===== src/logic/tsf_regs.svh =====
// Register offsets, bit positions and reset values for the trap status block
`ifndef TSF_REGS_SVH
`define TSF_REGS_SVH
`define TSF_STATUS_OFFSET 12'h000
`define TSF_ALIGN_CTL_OFFSET 12'h004
`define TSF_BIT_UNUSED 0
`define TSF_BIT_OSC 1
`define TSF_BIT_STACK 2
`define TSF_BIT_ADDR 3
`define TSF_BIT_MATH 4
`define TSF_BIT_DMA 5
`define TSF_BIT_DIV0 6
`define TSF_FLAG_LO 1
`define TSF_FLAG_HI 6
`define TSF_STATUS_RESET 16'h0000
`define TSF_ALIGN_CTL_RESET 1'b1
`define TSF_RESP_OKAY 2'h0
`define TSF_RESP_SLVERR 2'h2
`endif


===== src/logic/tsf_pkg.sv =====
// Types shared by the trap status block
package tsf_pkg;
  typedef logic [15:0] tsf_word_t;
  typedef enum logic [1:0] {
    TSF_RD_IDLE = 2'b00,
    TSF_RD_RESP = 2'b01
  } tsf_rd_state_t;
endpackage


===== src/logic/tsf_align_check.sv =====
// Misaligned word access detector for the core data path
`timescale 1ns/1ps
`default_nettype none
module tsf_align_check
(
  input wire logic enable_i,    // Check enabled
  input wire logic valid_i,     // Access presented
  input wire logic word_i,      // Word (not byte) access
  input wire logic write_i,     // Access is a write
  input wire logic addr_lsb_i,  // Address bit 0
  output logic misaligned_o,    // Odd word address seen
  output logic write_allow_o    // Write may reach memory
);
  // Only word accesses need an even address; bytes may be odd
  assign misaligned_o = enable_i & valid_i & word_i & addr_lsb_i;
  // A faulting write still retires but never touches memory
  assign write_allow_o = valid_i & write_i & ~misaligned_o;
endmodule
`default_nettype wire


===== src/logic/tsf_top.sv =====
// Trap status flags register with AXI4-Lite access and alignment checking
// Register map, one aligned 32-bit word per register
//   0x000 trap status: flags in bits 6..1, every other bit reads zero
//   0x004 alignment check enable in bit 0, on after reset
//
// Clearing
//   A zero written to a flag clears it, a one leaves it alone, so
//   software can clear one flag without racing a trap on another
//   Only byte lane 0 acts; writes on the upper lanes are ignored
//   A trap in its own clearing cycle is kept rather than lost
//
// Register bus timing
//   Address and data may arrive in either order
//   Write answer one cycle after the second half is taken
//   Read answer one cycle after the address is taken
//   Unmapped offsets answer with a slave error and read as zero
//
// Limitations
//   One write and one read in flight at a time
//   A trap source held high sets its flag again every cycle
//   Divide cause is ignored unless a math trap comes with it
//   Read faults raise the address flag but gate nothing
//   Turning the check off lets odd word writes reach memory
//   All sources share the system clock, so nothing is synchronised
//
// Local design decisions: the AXI4-Lite register port and the register addresses.
`timescale 1ns/1ps
`default_nettype none
`include "tsf_regs.svh"
module tsf_top
(
  input wire logic CLK_SYS_I,             // System clock 250 MHz
  input wire logic RST_I,                 // Async reset, high
  input wire logic TRAP_MATH_I,           // Math trap pulse
  input wire logic TRAP_DIV0_I,           // Math trap cause is divide by zero
  input wire logic TRAP_DMA_I,            // DMA controller trap pulse
  input wire logic TRAP_STACK_I,          // Stack trap pulse
  input wire logic TRAP_OSC_I,            // Oscillator failure trap pulse
  input wire logic TRAP_ADDR_I,           // Other address trap pulse
  input wire logic MEM_VALID_I,           // Core access valid
  input wire logic MEM_WORD_I,            // Core access is word wide
  input wire logic MEM_WRITE_I,           // Core access is a write
  input wire logic [15:0] MEM_ADDR_I,     // Core effective address
  output logic MEM_WRITE_EN_O,            // Write strobe to memory
  output logic ADDR_FAULT_O,              // Misaligned access seen
  output logic [15:0] STATUS_O,           // Current flag word
  input wire logic [11:0] S_AXI_AWADDR,   // Write address
  input wire logic S_AXI_AWVALID,         // Write address valid
  output logic S_AXI_AWREADY,             // Write address ready
  input wire logic [31:0] S_AXI_WDATA,    // Write data
  input wire logic [3:0] S_AXI_WSTRB,     // Write strobes
  input wire logic S_AXI_WVALID,          // Write data valid
  output logic S_AXI_WREADY,              // Write data ready
  output logic [1:0] S_AXI_BRESP,         // Write response
  output logic S_AXI_BVALID,              // Write response valid
  input wire logic S_AXI_BREADY,          // Write response ready
  input wire logic [11:0] S_AXI_ARADDR,   // Read address
  input wire logic S_AXI_ARVALID,         // Read address valid
  output logic S_AXI_ARREADY,             // Read address ready
  output logic [31:0] S_AXI_RDATA,        // Read data
  output logic [1:0] S_AXI_RRESP,         // Read response
  output logic S_AXI_RVALID,              // Read response valid
  input wire logic S_AXI_RREADY           // Read response ready
);

  // ==========================================================
  // Alignment check on the core data path
  // ==========================================================
  // Check enable lives with the registers further down
  logic align_en_r;
  logic misaligned;
  logic write_allow;

  tsf_align_check u_align
  (
    .enable_i(align_en_r),
    .valid_i(MEM_VALID_I),
    .word_i(MEM_WORD_I),
    .write_i(MEM_WRITE_I),
    .addr_lsb_i(MEM_ADDR_I[0]),
    .misaligned_o(misaligned),
    .write_allow_o(write_allow)
  );

  // Strobe is combinational so the suppression lands in the same cycle;
  // a registered strobe would let the faulting write reach memory first
  assign MEM_WRITE_EN_O = write_allow;
  // Fault is seen by the core now and by the flag one edge later
  assign ADDR_FAULT_O = misaligned;

  // ==========================================================
  // AXI4-Lite write channel
  // ==========================================================
  // Halves of a write that arrived one at a time
  logic aw_held_r;
  logic w_held_r;
  logic [11:0] aw_addr_r;
  logic [31:0] w_data_r;
  logic [3:0] w_strb_r;
  logic bvalid_r;

  // Address and data taken in either order, one write in flight
  assign S_AXI_AWREADY = ~aw_held_r & ~bvalid_r;
  assign S_AXI_WREADY = ~w_held_r & ~bvalid_r;
  wire aw_fire = S_AXI_AWVALID & S_AXI_AWREADY;
  wire w_fire = S_AXI_WVALID & S_AXI_WREADY;
  wire aw_have = aw_held_r | aw_fire;
  wire w_have = w_held_r | w_fire;
  wire [11:0] wr_addr = aw_held_r ? aw_addr_r : S_AXI_AWADDR;
  wire [31:0] wr_data = w_held_r ? w_data_r : S_AXI_WDATA;
  wire [3:0] wr_strb = w_held_r ? w_strb_r : S_AXI_WSTRB;
  // Commit waits for a free response slot, so a slow BREADY stalls
  wire wr_commit = aw_have & w_have & ~bvalid_r;

  // Address decode shared by both channels
  // Word compare: the two byte-offset bits never select a register
  function automatic logic [1:0] tsf_decode(input logic [11:0] a);
    tsf_decode[0] = ({a[11:2], 2'b00} == `TSF_STATUS_OFFSET);
    tsf_decode[1] = ({a[11:2], 2'b00} == `TSF_ALIGN_CTL_OFFSET);
  endfunction

  wire [1:0] wr_sel = tsf_decode(wr_addr);
  wire wr_status = wr_commit & wr_sel[0];
  wire wr_ctl = wr_commit & wr_sel[1] & wr_strb[0];
  wire wr_mapped = |wr_sel;

  // Address half held until its data partner arrives
  always_ff @(posedge CLK_SYS_I or posedge RST_I)
  begin
    if (RST_I)
    begin
      aw_held_r <= 1'b0;
      aw_addr_r <= 12'h000;
    end
    else
    begin
      aw_held_r <= aw_have & ~wr_commit;
      if (aw_fire)
        aw_addr_r <= S_AXI_AWADDR;
    end
  end

  // Data half and its strobes held until the address arrives
  always_ff @(posedge CLK_SYS_I or posedge RST_I)
  begin
    if (RST_I)
    begin
      w_held_r <= 1'b0;
      w_data_r <= 32'h0000_0000;
      w_strb_r <= 4'h0;
    end
    else
    begin
      w_held_r <= w_have & ~wr_commit;
      if (w_fire)
      begin
        w_data_r <= S_AXI_WDATA;
        w_strb_r <= S_AXI_WSTRB;
      end
    end
  end

  // Response follows the commit by one cycle
  // BRESP is registered so it stands with BVALID until taken
  always_ff @(posedge CLK_SYS_I or posedge RST_I)
  begin
    if (RST_I)
    begin
      bvalid_r <= 1'b0;
      S_AXI_BRESP <= `TSF_RESP_OKAY;
    end
    else if (wr_commit)
    begin
      bvalid_r <= 1'b1;
      S_AXI_BRESP <= wr_mapped ? `TSF_RESP_OKAY : `TSF_RESP_SLVERR;
    end
    else if (S_AXI_BREADY)
      bvalid_r <= 1'b0;
  end
  assign S_AXI_BVALID = bvalid_r;

  // ==========================================================
  // Trap flags
  // ==========================================================
  // Flag word with one bit per trap source
  tsf_pkg::tsf_word_t flags_r;
  tsf_pkg::tsf_word_t flags_nxt;
  tsf_pkg::tsf_word_t set_vec;
  tsf_pkg::tsf_word_t clr_vec;

  // Events per bit; the divide cause is only meaningful with a math trap
  // A source held high sets its flag again each cycle
  always_comb
  begin
    set_vec = `TSF_STATUS_RESET;
    set_vec[`TSF_BIT_DIV0] = TRAP_MATH_I & TRAP_DIV0_I;
    set_vec[`TSF_BIT_DMA] = TRAP_DMA_I;
    set_vec[`TSF_BIT_MATH] = TRAP_MATH_I;
    set_vec[`TSF_BIT_ADDR] = TRAP_ADDR_I | misaligned;
    set_vec[`TSF_BIT_STACK] = TRAP_STACK_I;
    set_vec[`TSF_BIT_OSC] = TRAP_OSC_I;
  end

  // Software clears by writing zero to a flag in byte lane 0
  // Upper lanes never clear, so a wide partial write is harmless
  always_comb
  begin
    clr_vec = `TSF_STATUS_RESET;
    if (wr_status & wr_strb[0])
      clr_vec[`TSF_FLAG_HI:`TSF_FLAG_LO] = ~wr_data[`TSF_FLAG_HI:`TSF_FLAG_LO];
  end

  // Set beats clear so a trap in the clearing cycle is kept
  always_comb
  begin
    flags_nxt = (flags_r & ~clr_vec) | set_vec;
    // Unused bits forced low so they can never read back set
    flags_nxt[`TSF_BIT_UNUSED] = 1'b0;
    flags_nxt[15:`TSF_FLAG_HI+1] = '0;
  end

  // Flags sticky across cycles, zero on reset
  always_ff @(posedge CLK_SYS_I or posedge RST_I)
  begin
    if (RST_I)
      flags_r <= `TSF_STATUS_RESET;
    else
      flags_r <= flags_nxt;
  end
  assign STATUS_O = flags_r;

  // Alignment check enable, on by default
  // Software may turn it off to run code that relies on odd words
  always_ff @(posedge CLK_SYS_I or posedge RST_I)
  begin
    if (RST_I)
      align_en_r <= `TSF_ALIGN_CTL_RESET;
    else if (wr_ctl)
      align_en_r <= wr_data[0];
  end

  // ==========================================================
  // AXI4-Lite read channel
  // ==========================================================
  tsf_pkg::tsf_rd_state_t rd_state_r;
  wire [1:0] rd_sel = tsf_decode(S_AXI_ARADDR);
  wire rd_mapped = |rd_sel;
  wire ar_fire = S_AXI_ARVALID & S_AXI_ARREADY;
  // Unused bits of each register read as zero
  wire [31:0] status_rd_word = {16'h0000, flags_r};
  wire [31:0] ctl_rd_word = {31'h0, align_en_r};
  wire [31:0] rd_word = rd_sel[0] ? status_rd_word :
                        rd_sel[1] ? ctl_rd_word : 32'h0000_0000;

  // One read in flight: the address is refused while the answer waits
  assign S_AXI_ARREADY = (rd_state_r == tsf_pkg::TSF_RD_IDLE);
  assign S_AXI_RVALID = (rd_state_r == tsf_pkg::TSF_RD_RESP);

  // Data captured at address accept, so it cannot shift while waiting
  always_ff @(posedge CLK_SYS_I or posedge RST_I)
  begin
    if (RST_I)
    begin
      rd_state_r <= tsf_pkg::TSF_RD_IDLE;
      S_AXI_RDATA <= 32'h0000_0000;
      S_AXI_RRESP <= `TSF_RESP_OKAY;
    end
    else
    begin
      case (rd_state_r)
        // Idle: data latched as the address is taken
        tsf_pkg::TSF_RD_IDLE:
        begin
          if (ar_fire)
          begin
            rd_state_r <= tsf_pkg::TSF_RD_RESP;
            S_AXI_RDATA <= rd_word;
            S_AXI_RRESP <= rd_mapped ? `TSF_RESP_OKAY : `TSF_RESP_SLVERR;
          end
        end
        // Answer: data stands until the master takes it
        tsf_pkg::TSF_RD_RESP:
        begin
          if (S_AXI_RREADY)
            rd_state_r <= tsf_pkg::TSF_RD_IDLE;
        end
        default:
          rd_state_r <= tsf_pkg::TSF_RD_IDLE;
      endcase
    end
  end

endmodule
`default_nettype wire


===== config.mk =====
export PLATFORM = sky130hd
export DESIGN_NAME = tsf_top
export DESIGN_NICKNAME = d
export VERILOG_FILES = /design/src/logic/tsf_pkg.sv /design/src/logic/tsf_align_check.sv /design/src/logic/tsf_top.sv
export VERILOG_INCLUDE_DIRS = /design/src /design/src/logic
export SDC_FILE = /design/constraint.sdc
export NUM_CORES = 1
export LEC_CHECK = 0
export BUFFER_PORTS_ARGS = -buffer_cell sky130_fd_sc_hd__buf_2
export CAP_MARGIN = 25
export CORE_MARGIN = 1
export CORE_UTILIZATION = 40
export CTS_CLUSTER_DIAMETER = 80
export DETAILED_ROUTE_END_ITERATION = 7
export PLACE_DENSITY = 0.91
export SLEW_MARGIN = 40
export SYNTH_ARGS = -nofsm -noshare
export SYNTH_HDL_FRONTEND = slang
export SYNTH_SLANG_ARGS = --single-unit
export TNS_END_PERCENT = 5

===== constraint.sdc =====
create_clock -name CLK_SYS_I -period 2.49 [get_ports CLK_SYS_I]
set_input_delay 0.1245 -clock CLK_SYS_I [delete_from_list [all_inputs] [get_ports CLK_SYS_I]]
set_output_delay 0.1245 -clock CLK_SYS_I [all_outputs]
set_load 0.005 [all_outputs]

Word-level counts from Yosys, hierarchy flattened --
Index checks and enable logic that the tools add are counted.
Storage, ports and cells: bits of input ports 92, register bits 68, output and inout port bits 59, word-level logic and storage cells 69
Cells by class: bitwise logic cells 31, eq/ne operators 5, reductions and logical operators 8, multiplexer cells 13
Operator list (number):
- equality test 10 x 1 -> 1 bit, second input constant | 2
- logical NOT 10 bit | 2
- AND 1 bit | 19
- two-way mux 7 bit | 2
- two-way mux 12 bit | 1
- two-way mux 2 bit | 4
- AND 7 bit | 1
- inverter 7 bit | 1
- OR 7 bit | 1
- two-way mux 6 bit | 1
- inverter 6 bit | 1
- inverter 1 bit | 5
- two-way mux 1 bit | 4
- inequality test 2 x 1 -> 1 bit, second input constant | 2
- one-hot mux 2 bit (2 select lines) | 1
- AND reduction 2 bit | 2
- OR reduction 2 bit | 2
- OR 1 bit | 3
- equality test 2 x 1 -> 1 bit, second input constant | 1
- logical NOT 2 bit | 1
- nonzero test 2 bit | 1

Logic depth before layout (Yosys ltp) --
Gate-level depths: netlist of the first run.
word-level depth 12, gate-level depth with buffers 6, gate-level depth less buffers 4

Hierarchy --
Synthesis of the first run repeated with hierarchy kept, for this count alone.
Unflattened totals: cell total of the unflattened synthesis 177, area total of the unflattened synthesis 1986.9 µm²
Modules (own cells, without submodules):
- tsf_top | area an instance 1968.1 µm², times used 1, sequential area each 952.2 µm², cells each 174
- tsf_align_check | area an instance 18.8 µm², times used 1, sequential area each 0.0 µm², cells each 3

Worst setup path before layout of the first run --
OpenSTA, ideal clock, no wires.
path kind reg2reg, start reg bvalid_r, in the netlist S_AXI_BVALID, end reg flags_r[3], in the netlist STATUS_O[3], data required time 2.366 ns, clock period less this slack 1.837 ns, buffers on the path 1, slack 0.653 ns, cell stages (with the launch flop) 6, library setup time 0.124 ns, data arrival time 1.714 ns, cell sequence dfrtp_1 -> o21bai_4 -> or3_4 -> buf_6 -> a2111o_1 -> a211o_1
Between the ends: word-level cells in the longest chain between the ends 12, elaborated cells on any way between the ends 15, those cells by class mux (1); bitwise (14)
Ends and longest elaborated chain:
- from (decl) | RTL line tsf_top.sv:100 | logic bvalid_r;
- from (signal assigned) | RTL line tsf_top.sv:169 | bvalid_r <= 1'b0;
- from (signal assigned) | RTL line tsf_top.sv:174 | bvalid_r <= 1'b1;
- from (signal assigned) | RTL line tsf_top.sv:178 | bvalid_r <= 1'b0;
- inverter 1 bit (*) | RTL line tsf_top.sv:103, tsf_top.sv:104, tsf_top.sv:113
- AND 1 bit (on tied branches) | RTL line tsf_top.sv:103, tsf_top.sv:104
- AND 1 bit (on tied branches) | RTL line tsf_top.sv:105, tsf_top.sv:106
- OR 1 bit (on tied branches) | RTL line tsf_top.sv:107, tsf_top.sv:108
- AND 1 bit | RTL line tsf_top.sv:113 | wire wr_commit = aw_have & w_have & ~bvalid_r;
- AND 1 bit (*) | RTL line tsf_top.sv:113
- AND 1 bit (*) | RTL line tsf_top.sv:123 | wire wr_status = wr_commit & wr_sel[0];
- AND 1 bit (*) | RTL line tsf_top.sv:209 | if (wr_status & wr_strb[0])
- two-way mux 6 bit (*) | RTL line tsf_top.sv:209
- inverter 7 bit (*) | RTL line tsf_top.sv:216 | flags_nxt = (flags_r & ~clr_vec) | set_vec;
- AND 7 bit (*) | RTL line tsf_top.sv:216
- OR 7 bit (*) | RTL line tsf_top.sv:216
- named net flags_nxt[3] | RTL line tsf_top.sv:187 | tsf_pkg::tsf_word_t flags_nxt;
- to (signal assigned) | RTL line tsf_top.sv:226 | flags_r <= `TSF_STATUS_RESET;
- to (signal assigned) | RTL line tsf_top.sv:228 | flags_r <= flags_nxt;
- to (decl) | RTL line tsf_top.sv:186 | tsf_pkg::tsf_word_t flags_r;
The timed path passes the listed nets; every way through them passes the cells marked *. A chain may end at the register's enable or synchronous reset.

Worst setup path in the final report of the first run --
start reg w_held_r, end reg flags_r[3], in the netlist STATUS_O[3]
Between the ends: word-level cells in the longest chain between the ends 12, elaborated cells on any way between the ends 15, those cells by class mux (3); bitwise (12)
Ends and longest elaborated chain:
- from (decl) | RTL line tsf_top.sv:96 | logic w_held_r;
- from (signal assigned) | RTL line tsf_top.sv:154 | w_held_r <= w_have & ~wr_commit;
- inverter 1 bit | RTL line tsf_top.sv:104 | assign S_AXI_WREADY = ~w_held_r & ~bvalid_r;
- AND 1 bit | RTL line tsf_top.sv:104
- AND 1 bit | RTL line tsf_top.sv:106 | wire w_fire = S_AXI_WVALID & S_AXI_WREADY;
- OR 1 bit | RTL line tsf_top.sv:108 | wire w_have = w_held_r | w_fire;
- AND 1 bit (2 in series) | RTL line tsf_top.sv:113
- AND 1 bit | RTL line tsf_top.sv:123
- AND 1 bit | RTL line tsf_top.sv:209
- two-way mux 6 bit (*) | RTL line tsf_top.sv:209
- inverter 7 bit (*) | RTL line tsf_top.sv:216
- AND 7 bit (*) | RTL line tsf_top.sv:216
- OR 7 bit (*) | RTL line tsf_top.sv:216
- named net flags_nxt[3] | RTL line tsf_top.sv:187
Marked as above.

==> impl_results.md, run 1 <==
* Worst hold path stage count at 2
* Die H at 73.1 um
* Die area at 5340 um2
* Most used flip-flop cell after synthesis: dfrtp_1
* Min Tclk post-route at 2.03 ns
* Max cap viols at 0
* Worst path slowest cell: dfrtp_1
* Number of DRC markers in iteration 0 at 38
* Critical Path Max Stage Delay at 0.66 ns
* CP Launch Type: flop
* DRC at 0
* Layout cells sized above 1 at 40.3%
* CP Class: flop to flop
* DR WL/cell at 12.2 um
* Ant. Diodes at 0
* Worst-skew pair later-pin latency at 0.29 ns
* Area occupied by multi-input gates at 875 um2
* Top-level port count at 151
* CP cell instances: nor2_1 > or3_4 > a2111o_1 > a211o_1
* Vias per cell at 4.49
* Initial antenna violation count at 0
* Setup Buffers After CTS at 0
* CTS max path bufs at 2
* Slew HR at 54.7%
* Overall routing resource usage at 15.2%
* Final Hold Violating Endpoints at 0
* Layout Nets at 339
* WP data required at 2.67 ns
* H-tree Lvls at 2
* Rows at 25
* Tot Pwr at 2040 uW
* Fin worst setup slack at 0.457 ns
* Post-synth top area share at 45.8%
* Critical path peak fanout at 12
* Initial Util at 42.2%
* DRT Pass-1 Iters at 4
* CTS tree: yes
* Number of distinct library cells after synthesis at 35
* Cell Pwr Density at 844 nW/um2
* Global-route wire length before repair at 6060 um
* Slew Limit Fails at 0
* DPL Wire Length at 2930 um
* TNS Setup at 0 ns
* Total wire length at 3830 um
* Worst hold-check path type: input port to flop
* Reg clk slew, reported paths at 0.08 ns
* Area Growth Syn to Fin at 19.6%
* Worst Max-Slew Pin Slew at 0.679 ns
* Synthesized area per cell at 11.5 um2
* Largest net degree at the start of global routing at 39
* Die width at 73.1 um
* Critical Path AT at 2.21 ns
* CTS sink cnt at 38
* Remaining Overflow, GRT at 0
* Outcome: complete, no violations
* FILL cells at 443
* Cell Area, Synth at 2020 um2
* Hold slack at 0.0125 ns
* Seq. cell area at 952 um2
* Top cells by area, synth: dfrtp_1 (46%), buf_4 (14%), mux2_2 (11%), mux2i_1 (4.0%), a2111o_1 (3.3%)
* Vias in the first global route at 1274
* Hold buffer count at CTS at 4
* Total number of vias at 1414
* CP Capture Type: flop
* Seq/Total Area, Yosys at 47.1%
* CTS Buf Count at 5
* Synth Register Bits at 38
* Setup violations, final at 0
* Post-synth EDFFs at 0
* R2r worst-path depth at 4
* Part of the cycle the worst path needs at 81.6%
* Synth area leader: dfrtp_1
* Antenna viol nets, final at 0
* P_leak at 0.00115 uW
* RePlAce Congestion at 0.745
* Post-synth ARST share at 100%
* CORE AREA at 4790 um2
* RSZ-0062 raised after global routing: false
* CTS resizes at 0
* IO Port Bufs at 66
* Mapped Cells at 176
* Place WS at 0.459 ns
* Fmax at 492 MHz
* Syn. warnings at 0
* VDD IR max at 0.520 mV
* Layout Skew at 0.00576 ns
* Root Driver: clkbuf_8
-- routing by layer --
metal  track usage (%)  vias to the layer above  wire length, um
li1                  -                      690                -
met1              18.8                      663             1670
met2              25.2                       55             1880
met3              4.97                        6              244
met4              4.58                        0               41
met5                 0                        -                0
-- Yosys cell counts, types with 2 or more instances --
library cell and number:
dfrtp_1 37, a21oi_1 4, nor2_1 9, mux2_2 20, a2111o_1 6, clkbuf_1 3, mux2i_1 8, and2b_1 2
inv_1 4, a21o_1 4, a22o_1 7, buf_4 37, nand2_1 9, buf_6 2, nor4_1 4
-- cell usage in the layout (no fill, tap or decap), types with 4 or more instances in the layout --
cell,n
buf_2,66
dfrtp_1,37
conb_1,37
mux2_2,20
nand2_1,9
nor2_1,9
mux2i_1,8
a22o_1,7
a2111o_1,6
clkbuf_8,5
nor4_1,4
inv_1,4
a21oi_1,4
a21o_1,4
dlygate4sd3_1,4
-- power breakdown --
part	leakage, uW	switching, uW	internal [uW]	total, uW
Sequential	0.000439	144	795	938
Clock	0.0000504	225	298	523
Combinational	0.000661	252	326	578
Total	0.00115	621	1420	2040
-- per-stage QoR --
| stage | util [%] | area [um2] | cells |
|---|---|---|---|
| 2_1_floorplan | - | 2160 | 212 |
| 3_3_place_gp | 47.3 | 2260 | 303 |
| 3_5_place_dp | 47.3 | 2260 | 303 |
| 4_1_cts | 50.5 | 2420 | 315 |
| 5_1_grt | 50.5 | 2420 | 315 |
| 6_report | 50.5 | 2420 | 315 |
-- worst max-delay path: cells and delay by family, from the launching register on --
kind | cells | cell delay (ns)
AOI/OAI and AO/OA | 2 | 0.66
DFF | 1 | 0.66
and+or+nand+nor | 2 | 0.61
-- area by class of cell --
class / count / area share [%]
Sequential cell: 38 / 39.4
Clock buffer: 5 / 2.85
Clock inverter: 3 / 1.86
Multi-Input combinational cell: 127 / 36.2
Timing Repair Buffer: 71 / 15.6
Tap cell: 67 / 3.47
Inverter: 4 / 0.621
-- state kept, by name (all words and copies together) (netlist names) --
| name | count |
|---|---|
| STATUS_O | 6 |
| S_AXI_BRESP | 1 |
| S_AXI_BVALID | 1 |
| S_AXI_RDATA | 7 |
| S_AXI_RRESP | 1 |
| align_en_r | 1 |
| aw_addr_r | 10 |
| aw_held_r | 1 |
| rd_state_r | 1 |
| w_data_r | 7 |
| w_held_r | 1 |
| w_strb_r | 1 |
-- worst paths after layout --
path	from	end	slack, ns
max in group asynchronous	RST_I	align_en_r$_DFFE_PP1P_	1.63
worst min register to register	S_AXI_RDATA[0]$_DFFE_PP0P_	S_AXI_RDATA[0]$_DFFE_PP0P_	0.50
worst min-delay path	S_AXI_BREADY	S_AXI_BVALID$_DFFE_PP0P_	0.01
worst max-delay path	w_held_r$_DFF_PP0_	STATUS_O[3]$_DFF_PP0_	0.46
min in group asynchronous	RST_I	S_AXI_RDATA[6]$_DFFE_PP0P_	0.49
worst max register to register	w_held_r$_DFF_PP0_	STATUS_O[3]$_DFF_PP0_	0.46
-- cell families after synthesis --
| kind of cell | after synthesis | share of synthesized area (%) |
|---|---|---|
| buf+inv | 47 | 16.3 |
| compound gates | 28 | 12.4 |
| flops | 38 | 47.1 |
| simple gates | 34 | 8.91 |
| other cells | 1 | 0.185 |
| mux | 28 | 15.1 |
No activity file was read; power rests on OpenSTA's default activity.
==> run 2: changes to the inputs <==
--- a/config.mk
+++ b/config.mk
@@ -6,13 +6,14 @@
 export SDC_FILE = /design/constraint.sdc
 export NUM_CORES = 1
 export LEC_CHECK = 0
+export ABC_AREA = 1
 export BUFFER_PORTS_ARGS = -buffer_cell sky130_fd_sc_hd__buf_2
 export CAP_MARGIN = 25
 export CORE_MARGIN = 1
 export CORE_UTILIZATION = 40
 export CTS_CLUSTER_DIAMETER = 80
 export DETAILED_ROUTE_END_ITERATION = 7
-export PLACE_DENSITY = 0.91
+export PLACE_DENSITY = 0.89
 export SLEW_MARGIN = 40
 export SYNTH_ARGS = -nofsm -noshare
 export SYNTH_HDL_FRONTEND = slang
==> constraint.sdc (replaced) <==
create_clock -name CLK_SYS_I -period 2.15 [get_ports CLK_SYS_I]
set_input_delay 0.1075 -clock CLK_SYS_I [delete_from_list [all_inputs] [get_ports CLK_SYS_I]]
set_output_delay 0.1075 -clock CLK_SYS_I [all_outputs]
set_load 0.005 [all_outputs]
==> run 2 against run 1 <==
Critical path depth is 3 higher. Synthesized cell count is 54% higher. Clock skew about the same. Non-clock buffer count did not move. Routed wire length up 18%. First-iteration DRC count is 45% higher. Register-to-register slack better by 0.17 ns. Worst hold slack lost 0.0016 ns. Utilization is 0.071 points higher. Setup slack gained 0.17 ns. Critical endpoint unchanged. Highest routed layer unchanged.
==> impl_results.md, run 2 <==
* Outcome: complete, no violations
* Seq/Total Area, Yosys at 43.7%
* Die H at 75.8 um
* Top-level port count at 151
* Cell Pwr Density at 1020 nW/um2
* Commonest non-fill, non-tap cell in the layout: buf_2
* P_leak at 0.00144 uW
* Max FFs per register at 10
* Initial antenna violation count at 0
* Number of distinct library cells after synthesis at 30
* Area Growth Syn to Fin at 20.2%
* Rows at 26
* Post-synth EDFFs at 0
* Overall routing resource usage at 16.4%
* Most used flip-flop cell after synthesis: dfrtp_1
* Worst Max-Slew Pin Slew at 0.500 ns
* Syn. warnings at 0
* Reg clk slew, reported paths at 0.08 ns
* Cell Area, Synth at 2180 um2
* CP Launch Type: flop
* Worst hold-check path type: input port to flop
* WP data required at 2.33 ns
* Largest reg by FF count: aw_addr_r
* Count leader, synth: nand2_1
* Commonest non-fill, non-tap cells in the layout: buf_2 (66), nand2_1 (58), dfrtp_1 (37), conb_1 (37), inv_1 (33)
* Critical path peak fanout at 8
* CTS tree: yes
* RSZ-0062 raised after global routing: false
* CTS max path bufs at 2
* Vias per cell at 4.45
* CTS resizes at 0
* Synth Register Bits at 38
* Total number of vias at 1847
* IO Port Bufs at 66
* Layout Nets at 436
* Setup violations, final at 0
* CTS sink cnt at 38
* Number of DRC markers in iteration 0 at 55
* Ant. Diodes at 0
* Final Hold Violating Endpoints at 0
* Global-route wire length before repair at 7090 um
* VDD IR max at 0.692 mV
* Die area at 5740 um2
* Critical Path AT at 1.71 ns
* Largest regs: aw_addr_r: 10 flops, S_AXI_RDATA: 7 flops, w_data_r: 7 flops
* DRT Pass-1 Iters at 4
* CP Class: flop to flop
* DPL Wire Length at 3460 um
* Mapped Cells at 271
* Synth area leader: dfrtp_1
* Slew Limit Fails at 0
* Post-synth ARST share at 100%
* Min Tclk post-route at 1.52 ns
* Largest net degree at the start of global routing at 39
* Antenna viol nets, final at 0
* Total wire length at 4530 um
* Setup Buffers After CTS at 0
* CORE AREA at 5170 um2
* Root Driver: clkbuf_8
* H-tree Lvls at 2
* DR WL/cell at 10.9 um
* Synthesized area per cell at 8.03 um2
* DRC at 0
* CTS Buf Count at 5
* Max cap viols at 0
* Remaining Overflow, GRT at 0
* Slew HR at 66.6%
* Worst-skew pair later-pin latency at 0.29 ns
* TNS Setup at 0 ns
* FILL cells at 492
* Fmax at 656 MHz
* RePlAce Congestion at 0.815
* Layout cells sized above 1 at 27.8%
* Vias in the first global route at 1629
* Part of the cycle the worst path needs at 70.9%
* Tot Pwr at 2670 uW
* CP Capture Type: flop
* Top cells by area, synth: dfrtp_1 (43%), buf_4 (13%), nand2_1 (10%), inv_1 (5.7%), o21ai_0 (4.6%)
* Layout Skew at 0.00592 ns
* Die width at 75.8 um
* Top cells by count, synth: nand2_1 (58), buf_4 (37), dfrtp_1 (37), inv_1 (33), nor2_1 (26)
* Initial Util at 42.1%
* Post-synth top area share at 42.5%
[run 2: cell count changes after synthesis, sizes merged, moves of 6 or more]
cell    before  now
a22o         7    0
a2111o       6    0
nor2         9   30
nand2        9   62
nand4        0   10
o21ai        1   28
nand3        0    7
mux2i        8    0
mux2        20    4
inv          4   36
[run 2: worst paths after layout]
kind,from,end,slack (ns),cells past startpoint
setup / recovery,aw_held_r$_DFF_PP0_,STATUS_O[3]$_DFF_PP0_,0.63,7
hold / removal,TRAP_OSC_I,STATUS_O[1]$_DFF_PP0_,0.01,3
setup reg to reg,aw_held_r$_DFF_PP0_,STATUS_O[3]$_DFF_PP0_,0.63,7
hold reg to reg,w_data_r[2]$_DFFE_PP0P_,w_data_r[2]$_DFFE_PP0P_,0.48,2
max in group asynchronous,RST_I,align_en_r$_DFFE_PP1P_,1.30,4
min in group asynchronous,RST_I,aw_addr_r[6]$_DFFE_PP0P_,0.48,4
[run 2: area by class of cell]
class | count | area (um2) | share of cell area [%]
clock buffer | 6 | 82.6 | 3.16
inverter | 36 | 138 | 5.26
tap | 70 | 87.6 | 3.35
multi-input combinational | 192 | 918 | 35.1
clock inverter | 2 | 60.1 | 2.30
sequential | 38 | 952 | 36.4
timing repair buffer | 71 | 378 | 14.4
[run 2: timing repair]
action,in CTS,in global routing
setup endpoints to repair,0,0
hold buffers,4,0
hold endpoints to repair,40,0
[run 2: power by group]
group	internal, uW	switching (uW)
Sequential	912	167
Clock	495	253
Combinational	323	516
[run 2: worst max-delay path: stages, from the launching register on]
cell     delay, ns
dfrtp_1       0.57
inv_4         0.09
nor2_1        0.13
nand4_1       0.10
nand2_1       0.24
nand4_1       0.17
nand2_1       0.09
nand2_1       0.04
[run 2: cells by family (layout without fill, tap and decap cells)]
logic type | count (synthesis) | in the layout | synth area share [%]
compound gates | 37 | 37 | 9.43
buf+inv | 77 | 115 | 20.3
flops | 38 | 38 | 43.7
mux | 4 | 4 | 2.07
other cells | 1 | 37 | 0.172
simple gates | 114 | 114 | 24.3
[run 2: per-stage QoR]
step | cell area [um2] | cells | setup slack (ns) | utilization, % | hold slack, ns
6_report | 2620 | 415 | 0.626 | 50.6 | 0.0109
5_1_grt | 2620 | 415 | 0.539 | 50.6 | 0.00814
4_1_cts | 2620 | 415 | 0.653 | 50.6 | 0.000952
3_5_place_dp | 2430 | 403 | 0.662 | 47.0 | 0.258
3_3_place_gp | 2430 | 403 | 0.670 | 47.0 | 0.246
2_1_floorplan | 2310 | 307 | 0.894 | - | 0.204
[run 2: routing by layer]
layer / share of wire (%) / up-vias / global-route usage, % / wire [um]
li1: - / 924 / - / -
met1: 42 / 842 / 19.4 / 1930
met5: 0 / - / 0 / 0
met3: 5.1 / 6 / 3.84 / 231
met2: 52 / 75 / 29.5 / 2340
met4: 0.84 / 0 / 4.94 / 38
